### config.mk
export PLATFORM = sky130hd
export DESIGN_NAME = rsst_sampler
export DESIGN_NICKNAME = d
export VERILOG_FILES = /design/src/core/rsst_pkg.sv /design/src/core/rsst_sampler.sv
export VERILOG_INCLUDE_DIRS = /design/src /design/src/core
export SDC_FILE = /design/constraint.sdc
export NUM_CORES = 1
export LEC_CHECK = 0
export ABC_AREA = 1
export BUFFER_PORTS_ARGS = -buffer_cell sky130_fd_sc_hd__buf_2
export CORE_MARGIN = 1.5
export CORE_UTILIZATION = 33
export CTS_CLUSTER_SIZE = 28
export DETAILED_ROUTE_END_ITERATION = 16
export SKIP_LAST_GASP = 1
export SYNTH_ARGS = -nofsm -noshare
export SYNTH_HDL_FRONTEND = slang
export SYNTH_SLANG_ARGS = --single-unit
### constraint.sdc
create_clock -name clock -period 1.5 [get_ports clock]
set_input_delay 0.375 -clock clock [delete_from_list [all_inputs] [get_ports clock]]
set_output_delay 0.375 -clock clock [all_outputs]
set_load 0.05 [all_outputs]
### src/core/rsst_defs.svh
`ifndef RSST_DEFS_SVH
`define RSST_DEFS_SVH

// ==========================================================
// register offsets (byte addresses on the apb bus)
`define RSST_ADDR_CTRL 8'h00
`define RSST_ADDR_DELAY 8'h04
`define RSST_ADDR_STATUS 8'h08
`define RSST_ADDR_MASK 8'h0c
`define RSST_ADDR_ZCAP 8'h10
`define RSST_ADDR_DCAP 8'h14
`define RSST_ADDR_STATE 8'h18

// ==========================================================
// field positions
`define RSST_CTRL_W 9
`define RSST_ST_ZC 0
`define RSST_ST_DM 1
`define RSST_ST_RDY 2
`define RSST_ST_W 3
`define RSST_STATE_HST 0
`define RSST_STATE_RDY 1

// ==========================================================
// reset values
`define RSST_CTRL_RST 9'h000
`define RSST_DELAY_RST 8'h00
`define RSST_STATUS_RST 3'h0
`define RSST_MASK_RST 3'h0
`define RSST_CAP_RST 16'h0000

// ==========================================================
// sampling mode codes in the control register, and the threshold select code that writes ignore
`define RSST_MODE_OFFTIME 3'h0
`define RSST_MODE_ONDELAY 3'h1
`define RSST_MODE_SCF 3'h2
`define RSST_MODE_ONSCF 3'h3
`define RSST_MODE_TACHO 3'h4
`define RSST_VREF_BAD 3'h7

// ==========================================================
// timing
`define RSST_CLK_MHZ 10
`define RSST_STARTUP_NS 3000
`define RSST_STARTUP_CYC ((`RSST_STARTUP_NS * `RSST_CLK_MHZ + 999) / 1000)

`endif

### src/core/rsst_pkg.sv
// ==========================================================
// shared types of the rotor sense sampling block
package rsst_pkg;

  // one-hot sampling modes
  typedef enum logic [4:0] {
    RSST_M_OFFTIME = 5'h01,
    RSST_M_ONDELAY = 5'h02,
    RSST_M_SCF = 5'h04,
    RSST_M_ONSCF = 5'h08,
    RSST_M_TACHO = 5'h10
  } rsst_mode_type;

  // control register layout, msb first
  typedef struct packed {
    logic demag_sel;
    logic [2:0] ref_threshold_select;
    logic [2:0] mode;
    logic dac_en;
    logic comp_clk_en;
  } rsst_ctrl_type;

endpackage : rsst_pkg

### src/core/rsst_sampler.sv
// Chosen here: register access over APB and the placing of the registers.
`timescale 1ns/1ps
`include "rsst_defs.svh"

// Functional notes
// - after comparator clock or dac enable, wait 3 us start-up before sampling
// - tachogenerator mode captures on the fourth clock after the input toggles
// - off-time sampling captures timer into zero-cross register 3 clocks after phase on
// - off-time sampling updates sampled state one clock after phase output on
// - sampling-clock mode raises zero-cross one sample period plus 3 clocks after toggle
// - demag event captures timer one sample period plus 3 clocks after toggle
// - on-time delayed sampling updates sampled state after delay plus one clock
// - on-time delayed sampling raises zero-cross after delay plus three clocks
// - on-time delay at sampling clock: delay plus sample period plus 3 clocks
// - 3-bit threshold field selects reference, codes 000 to 110 valid
// - detection moment may jitter by one clock or one sampling-clock period

module rsst_sampler
  import rsst_pkg::*;
(
  input wire logic clock,
  input wire logic nrst,
  input wire logic ce,
  input wire logic psel,
  input wire logic penable,
  input wire logic pwrite,
  input wire logic [7:0] paddr,
  input wire logic [31:0] pwdata,
  output logic [31:0] prdata_ff,
  output logic pready_ff,
  output logic pslverr_ff,
  input wire logic rotor_sense_input,
  input wire logic sampling_clock,
  input wire logic phase_pwm_output,
  input wire logic [15:0] motor_timer,
  output logic comp_clk_en_ff,
  output logic dac_en_ff,
  output logic [2:0] ref_threshold_select_ff,
  output logic zc_event_ff,
  output logic dm_event_ff,
  output logic irq_ff
);

  // ==========================================================
  // declarations
  rsst_ctrl_type ctrl_ff;
  logic [7:0] sampling_delay_select_ff;
  logic [`RSST_ST_W-1:0] status_ff;
  logic [`RSST_ST_W-1:0] mask_ff;
  logic [`RSST_ST_W-1:0] nxt_status;
  logic [`RSST_ST_W-1:0] st_set;
  logic [`RSST_ST_W-1:0] st_clr;
  logic [15:0] zero_cross_capture_reg_ff;
  logic [15:0] demag_capture_reg_ff;
  logic cmp_s1_ff;
  logic cmp_s2_ff;
  logic scf_s1_ff;
  logic scf_s2_ff;
  logic scf_prev_ff;
  logic pwm_prev_ff;
  logic [5:0] su_cnt_ff;
  logic ready_ff;
  logic [7:0] dcnt_ff;
  logic arm_ff;
  logic sampled_comparator_state_ff;
  logic [1:0] sh_ff;
  rsst_mode_type mode;
  logic comp_on;
  logic scf_tick;
  logic pwm_rise;
  logic pwm_fall;
  logic delay_done;
  logic sample_go;
  logic toggle;
  logic cap_go;
  logic access;
  logic wr_en;
  logic hit;
  logic [31:0] rd_val;

  // ==========================================================
  // input conditioning
  // comparator output: two flops, only the second is read
  always_ff @(posedge clock) begin
    if (!nrst) begin
      cmp_s1_ff <= 1'b0;
      cmp_s2_ff <= 1'b0;
    end else if (ce) begin
      cmp_s1_ff <= rotor_sense_input;
      cmp_s2_ff <= cmp_s1_ff;
    end
  end

  // sampling clock taken as a plain input: sync, then rising edge
  always_ff @(posedge clock) begin
    if (!nrst) begin
      scf_s1_ff <= 1'b0;
      scf_s2_ff <= 1'b0;
      scf_prev_ff <= 1'b0;
    end else if (ce) begin
      scf_s1_ff <= sampling_clock;
      scf_s2_ff <= scf_s1_ff;
      scf_prev_ff <= scf_s2_ff;
    end
  end

  // phase output comes from logic on this clock, edge only
  always_ff @(posedge clock) begin
    if (!nrst) begin
      pwm_prev_ff <= 1'b0;
    end else if (ce) begin
      pwm_prev_ff <= phase_pwm_output;
    end
  end

  assign scf_tick = scf_s2_ff & ~scf_prev_ff;
  assign pwm_rise = phase_pwm_output & ~pwm_prev_ff;
  assign pwm_fall = ~phase_pwm_output & pwm_prev_ff;

  // ==========================================================
  // mode decode, unknown codes fall back to off-time sampling
  always_comb begin
    case (ctrl_ff.mode)
      `RSST_MODE_ONDELAY: mode = RSST_M_ONDELAY;
      `RSST_MODE_SCF: mode = RSST_M_SCF;
      `RSST_MODE_ONSCF: mode = RSST_M_ONSCF;
      `RSST_MODE_TACHO: mode = RSST_M_TACHO;
      default: mode = RSST_M_OFFTIME;
    endcase
  end

  // ==========================================================
  // start-up filter: no sampling until the comparator settled
  assign comp_on = ctrl_ff.comp_clk_en | ctrl_ff.dac_en;

  always_ff @(posedge clock) begin
    if (!nrst) begin
      su_cnt_ff <= 6'h00;
      ready_ff <= 1'b0;
    end else if (ce) begin
      if (!comp_on) begin
        su_cnt_ff <= 6'h00;
        ready_ff <= 1'b0;
      end else if (!ready_ff) begin
        su_cnt_ff <= su_cnt_ff + 6'h01;
        ready_ff <= (su_cnt_ff == 6'(`RSST_STARTUP_CYC - 1));
      end
    end
  end

  // ==========================================================
  // on-time delay counter, restarted by every phase turn-on in the two on-time modes
  assign delay_done = (sampling_delay_select_ff == 8'h00) ? pwm_rise : (dcnt_ff == 8'h01);

  always_ff @(posedge clock) begin
    if (!nrst) begin
      dcnt_ff <= 8'h00;
    end else if (ce) begin
      if (pwm_fall) begin
        dcnt_ff <= 8'h00;
      end else if (pwm_rise && (mode == RSST_M_ONDELAY || mode == RSST_M_ONSCF)) begin
        dcnt_ff <= sampling_delay_select_ff;
      end else if (dcnt_ff != 8'h00) begin
        dcnt_ff <= dcnt_ff - 8'h01;
      end
    end
  end

  // after the delay, wait for the next sampling clock edge
  always_ff @(posedge clock) begin
    if (!nrst) begin
      arm_ff <= 1'b0;
    end else if (ce) begin
      if (pwm_fall || mode != RSST_M_ONSCF) begin
        arm_ff <= 1'b0;
      end else if (delay_done) begin
        arm_ff <= 1'b1;
      end else if (scf_tick) begin
        arm_ff <= 1'b0;
      end
    end
  end

  // ==========================================================
  // sample strobe per mode, gated by the start-up filter
  always_comb begin
    sample_go = 1'b0;
    if (ready_ff) begin
      case (mode)
        RSST_M_OFFTIME: sample_go = pwm_rise;
        RSST_M_ONDELAY: sample_go = delay_done;
        RSST_M_SCF: sample_go = scf_tick;
        RSST_M_ONSCF: sample_go = arm_ff & scf_tick;
        RSST_M_TACHO: sample_go = 1'b1;
        default: sample_go = 1'b0;
      endcase
    end
  end

  assign toggle = sample_go & (cmp_s2_ff != sampled_comparator_state_ff);

  // sampled state bit, one clock after the strobe
  always_ff @(posedge clock) begin
    if (!nrst) begin
      sampled_comparator_state_ff <= 1'b0;
    end else if (ce) begin
      if (sample_go) begin
        sampled_comparator_state_ff <= cmp_s2_ff;
      end
    end
  end

  // event pipeline; flushed while the comparator is off
  always_ff @(posedge clock) begin
    if (!nrst) begin
      sh_ff <= 2'b00;
    end else if (ce) begin
      if (!ready_ff) begin
        sh_ff <= 2'b00;
      end else begin
        sh_ff <= {sh_ff[0], toggle};
      end
    end
  end

  // tacho counts from the pin: two sync flops plus two stages
  assign cap_go = (mode == RSST_M_TACHO) ? sh_ff[0] : sh_ff[1];

  // ==========================================================
  // timer captures and event pulses
  always_ff @(posedge clock) begin
    if (!nrst) begin
      zero_cross_capture_reg_ff <= `RSST_CAP_RST;
      demag_capture_reg_ff <= `RSST_CAP_RST;
      zc_event_ff <= 1'b0;
      dm_event_ff <= 1'b0;
    end else if (ce) begin
      zc_event_ff <= cap_go & ~ctrl_ff.demag_sel;
      dm_event_ff <= cap_go & ctrl_ff.demag_sel;
      if (cap_go && ctrl_ff.demag_sel) begin
        demag_capture_reg_ff <= motor_timer;
      end else if (cap_go) begin
        zero_cross_capture_reg_ff <= motor_timer;
      end
    end
  end

  // ==========================================================
  // apb slave: one wait state, then answer
  assign access = psel & penable;
  assign wr_en = access & pwrite & pready_ff;

  // read mux and address decode
  always_comb begin
    hit = 1'b1;
    rd_val = 32'h0000_0000;
    case (paddr)
      `RSST_ADDR_CTRL: rd_val = 32'(ctrl_ff);
      `RSST_ADDR_DELAY: rd_val = 32'(sampling_delay_select_ff);
      `RSST_ADDR_STATUS: rd_val = 32'(status_ff);
      `RSST_ADDR_MASK: rd_val = 32'(mask_ff);
      `RSST_ADDR_ZCAP: rd_val = 32'(zero_cross_capture_reg_ff);
      `RSST_ADDR_DCAP: rd_val = 32'(demag_capture_reg_ff);
      `RSST_ADDR_STATE: rd_val = 32'({ready_ff, sampled_comparator_state_ff});
      default: hit = 1'b0;
    endcase
  end

  // handshake and read data
  always_ff @(posedge clock) begin
    if (!nrst) begin
      pready_ff <= 1'b0;
      pslverr_ff <= 1'b0;
      prdata_ff <= 32'h0000_0000;
    end else if (ce) begin
      pready_ff <= access & ~pready_ff;
      pslverr_ff <= access & ~pready_ff & ~hit;
      if (access && !pready_ff && !pwrite) begin
        prdata_ff <= rd_val;
      end else begin
        prdata_ff <= 32'h0000_0000;
      end
    end
  end

  // control, delay and mask registers
  always_ff @(posedge clock) begin
    if (!nrst) begin
      ctrl_ff <= rsst_ctrl_type'(`RSST_CTRL_RST);
      sampling_delay_select_ff <= `RSST_DELAY_RST;
      mask_ff <= `RSST_MASK_RST;
    end else if (ce) begin
      if (wr_en && paddr == `RSST_ADDR_CTRL) begin
        ctrl_ff.demag_sel <= pwdata[8];
        ctrl_ff.mode <= pwdata[4:2];
        ctrl_ff.dac_en <= pwdata[1];
        ctrl_ff.comp_clk_en <= pwdata[0];
        if (pwdata[7:5] != `RSST_VREF_BAD) begin
          ctrl_ff.ref_threshold_select <= pwdata[7:5];
        end
      end
      if (wr_en && paddr == `RSST_ADDR_DELAY) begin
        sampling_delay_select_ff <= pwdata[7:0];
      end
      if (wr_en && paddr == `RSST_ADDR_MASK) begin
        mask_ff <= pwdata[`RSST_ST_W-1:0];
      end
    end
  end

  // ==========================================================
  // sticky status, write one to clear, a set in the same cycle wins
  // ready event only in the cycle the filter expires, so software can clear it
  assign st_set = {comp_on & ~ready_ff & (su_cnt_ff == 6'(`RSST_STARTUP_CYC - 1)),
                   cap_go & ctrl_ff.demag_sel, cap_go & ~ctrl_ff.demag_sel};
  assign st_clr = (wr_en && paddr == `RSST_ADDR_STATUS) ? pwdata[`RSST_ST_W-1:0] :
                  {`RSST_ST_W{1'b0}};
  assign nxt_status = (status_ff & ~st_clr) | st_set;

  always_ff @(posedge clock) begin
    if (!nrst) begin
      status_ff <= `RSST_STATUS_RST;
    end else if (ce) begin
      status_ff <= nxt_status;
    end
  end

  // ==========================================================
  // analog controls and interrupt line
  always_ff @(posedge clock) begin
    if (!nrst) begin
      comp_clk_en_ff <= 1'b0;
      dac_en_ff <= 1'b0;
      ref_threshold_select_ff <= 3'h0;
      irq_ff <= 1'b0;
    end else if (ce) begin
      comp_clk_en_ff <= ctrl_ff.comp_clk_en;
      dac_en_ff <= ctrl_ff.dac_en;
      ref_threshold_select_ff <= ctrl_ff.ref_threshold_select;
      irq_ff <= |(nxt_status & mask_ff);
    end
  end

endmodule : rsst_sampler

==> impl_metrics.ini <==
[synthesis]
yosys.area_share.simple = 0.216
synth_edf_count = 0
synth_top_family_by_area = compound AO/OA/AOI/OAI gates
synth_area_per_cell_um2 = 7.09
synth.distinct_cells = 36
async_flop_share = 0
synth.cell_area_um2 = 4930
muxShareOfSynthArea = 0
synth_xor_area_frac = 0.00355
synth_fa_ha_area_frac = 0.0102
synth-compound-area-share = 0.218
synth_seq_cells = 106
yosysSeqAreaShare = 0.430
yosys_warnings = 0
syn_inst = 695
synth_ff_type = dfxtp_1

[critical_path]
critPathCaptureType = register
path_class = reg -> reg
cp.arrival_ps = 1680
rrSetupSlack_ps = 70
cp.required_ps = 1750
r2r_cells = 7
critPathMaxFanout = 34
cp-start-kind = register

[detailed_routing]
firstDrtPassIters = 4
vias = 4576
drcViolationCount = 0
drt-initial-drc-count = 271
antenna_left = 0
drt_wl_total_um = 12500
via_per_inst = 4.64
wire_per_inst_um = 12.6

[timing]
fmax_mhz = 700
slew_viol_final = 0
clock_skew_ps = 7.16
fin_crit_sh = 0.953
finalSetupViolations = 0
timing.final.hold_violations = 0
grt_setup_unrepaired = yes
min_period_ps = 1430
fin_hold_ws_ps = 252

[power_and_ir_drop]
peakVddDrop_mv = 0.595
total_power_w = 0.00682
power.leakage_nw = 2.49
power.density_nw_per_um2 = 1130

[clock_network]
cts_sinks = 106
numCtsBuffers = 9
cts_root_buf = clkbuf_16
cts.path.max_buffers = 2
cts.htree.levels = 3
clock_latency_ps = 360
cts.clk_slew.worst_paths_ps = 80
tritoncts = built

[grt]
track_usage = 0.159
grt.met3_usage = 0.0342
grt_pass1_wl_um = 20100
met1_usage = 0.218
globalRoute.busiestLayer = met2
grt_overflow = 0
grt_max_degree = 35
use_met2 = 0.252
antenna_found_initial = 0
first_global_vias = 4061

[cells_and_area]
diodes = 0
regArea_um2 = 2130
fin_nets = 866
syn2layout_area_growth_pct = 22.7
fillers = 1570
drive_above_1_share = 0.209
multi_input_area_um2 = 2300

[placed_design]
io_buffer_count = 67
dp_hpwl_um = 9290
routabilityCongestion = 0.799

[hold_path]
hold_path_depth = 3
hold_path_class = in -> reg

[floorplanning]
chipWidth_um = 125
die_y_um = 125
start_util = 0.339
io_pins = 107
die_area_um2 = 15700
coreArea_um2 = 14500
row_count = 44

[status]
status = completed

[job]
maxCapViolations = 0
per-layer routing:
metal | share of wire | wire length, um
met3 | 0.038 | 472
met2 | 0.46 | 5680
met1 | 0.50 | 6170
met5 | 0 | 0
met4 | 0.011 | 138
per-stage QoR:
step,setup TNS [ps],cell area (um^2),setup slack [ps],instances,util
after detailed placement,-2460,5720,-155,969,0.393
final,0,6050,70.4,986,0.416
after CTS,0,6020,21.3,985,0.414
after global routing,-118,6050,-41.8,986,0.416
after global placement,-1750,5720,-117,969,0.393
after floorplan,0,4990,68.3,710,-
critical path: stages (launching register included):
cell	delay (ps)
dfxtp_1	310
inv_1	120
nand3_4	120
o21ai_4	220
nand3_2	110
buf_12	180
o21ai_0	190
a21oi_1	60
power breakdown:
group	switching (W)	internal, W	leakage, nW
sequential	0.0000704	0.00291	0.858
clock	0.00119	0.00118	0.144
combinational	0.000850	0.000620	1.49
flip-flops by register name, summed over array words and instances, names as in the netlist, 2 cells and up:
register,flops
dcnt_ff,8
status_ff,3
ctrl_ff,9
zero_cross_capture_reg_ff,16
demag_capture_reg_ff,16
prdata_ff,16
mask_ff,3
ref_threshold_select_ff,3
sampling_delay_select_ff,8
su_cnt_ff,6
sh_ff,2
cell usage in the layout, fill, tap and decap left out, types with 2 or more instances in the layout:
master     count
conb_1        16
ha_1           3
inv_2          6
dfxtp_1      105
nand2_2        5
nand3_2        3
inv_1         79
nor2_2         4
inv_6          2
buf_12         3
buf_4         50
nand3_1       34
o21ai_0       90
o21ai_1       11
a21oi_1       93
nand4_1        4
a211oi_1       2
clkbuf_16      9
nor3_1         4
clkinv_8       2
o22ai_1        8
buf_2         67
nor3_4         2
nor2_1        67
nor2_4         4
nand2_1      113
synth_stat cells, drive strengths merged (2+ instances only):
cell,instances,area [um^2]
o22ai,8,50.1
ha,4,50.1
inv,86,325
nor3,6,52.6
o21ai,102,514
clkbuf,15,57.6
buf,29,209
a21oi,94,474
nand3,38,205
nor2,75,322
a211oi,2,15.0
dfxtp,106,2120
nand2,118,455
nand4,4,25.0
final timing paths:
kind                                              from                                         to
setup / recovery               ctrl_ff[3]$_SDFFE_PN0P_  zero_cross_capture_reg_ff[4]$_SDFFE_PN0P_
hold / removal                          sampling_clock                     scf_s1_ff$_SDFFE_PN0P_
setup reg to reg               ctrl_ff[3]$_SDFFE_PN0P_  zero_cross_capture_reg_ff[4]$_SDFFE_PN0P_
hold reg to reg   demag_capture_reg_ff[5]$_SDFFE_PN0P_       demag_capture_reg_ff[5]$_SDFFE_PN0P_
layout make-up:
cell class / instances / share of cell area
Clock buffer: 9 / 0.0372
Clock inverter: 7 / 0.0122
Inverter: 87 / 0.0544
Multi-Input combinational cell: 473 / 0.379
Sequential cell: 106 / 0.351
Tap cell: 184 / 0.0380
Timing Repair Buffer: 120 / 0.127
repair_timing:
item                       4_1_cts  5_1_grt
hold buffers                     0        0
setup endpoints to repair        0       43
gates resized for setup          0        8
buffers inserted                 0        1
cells by family after synthesis:
family          Yosys count
compound gates          209
buf+inv                 131
fa+ha+maj                 4
xor+xnor                  2
simple gates            242
flops                   106
other cells               1
Note: power is estimated with default switching activity, not from simulation.
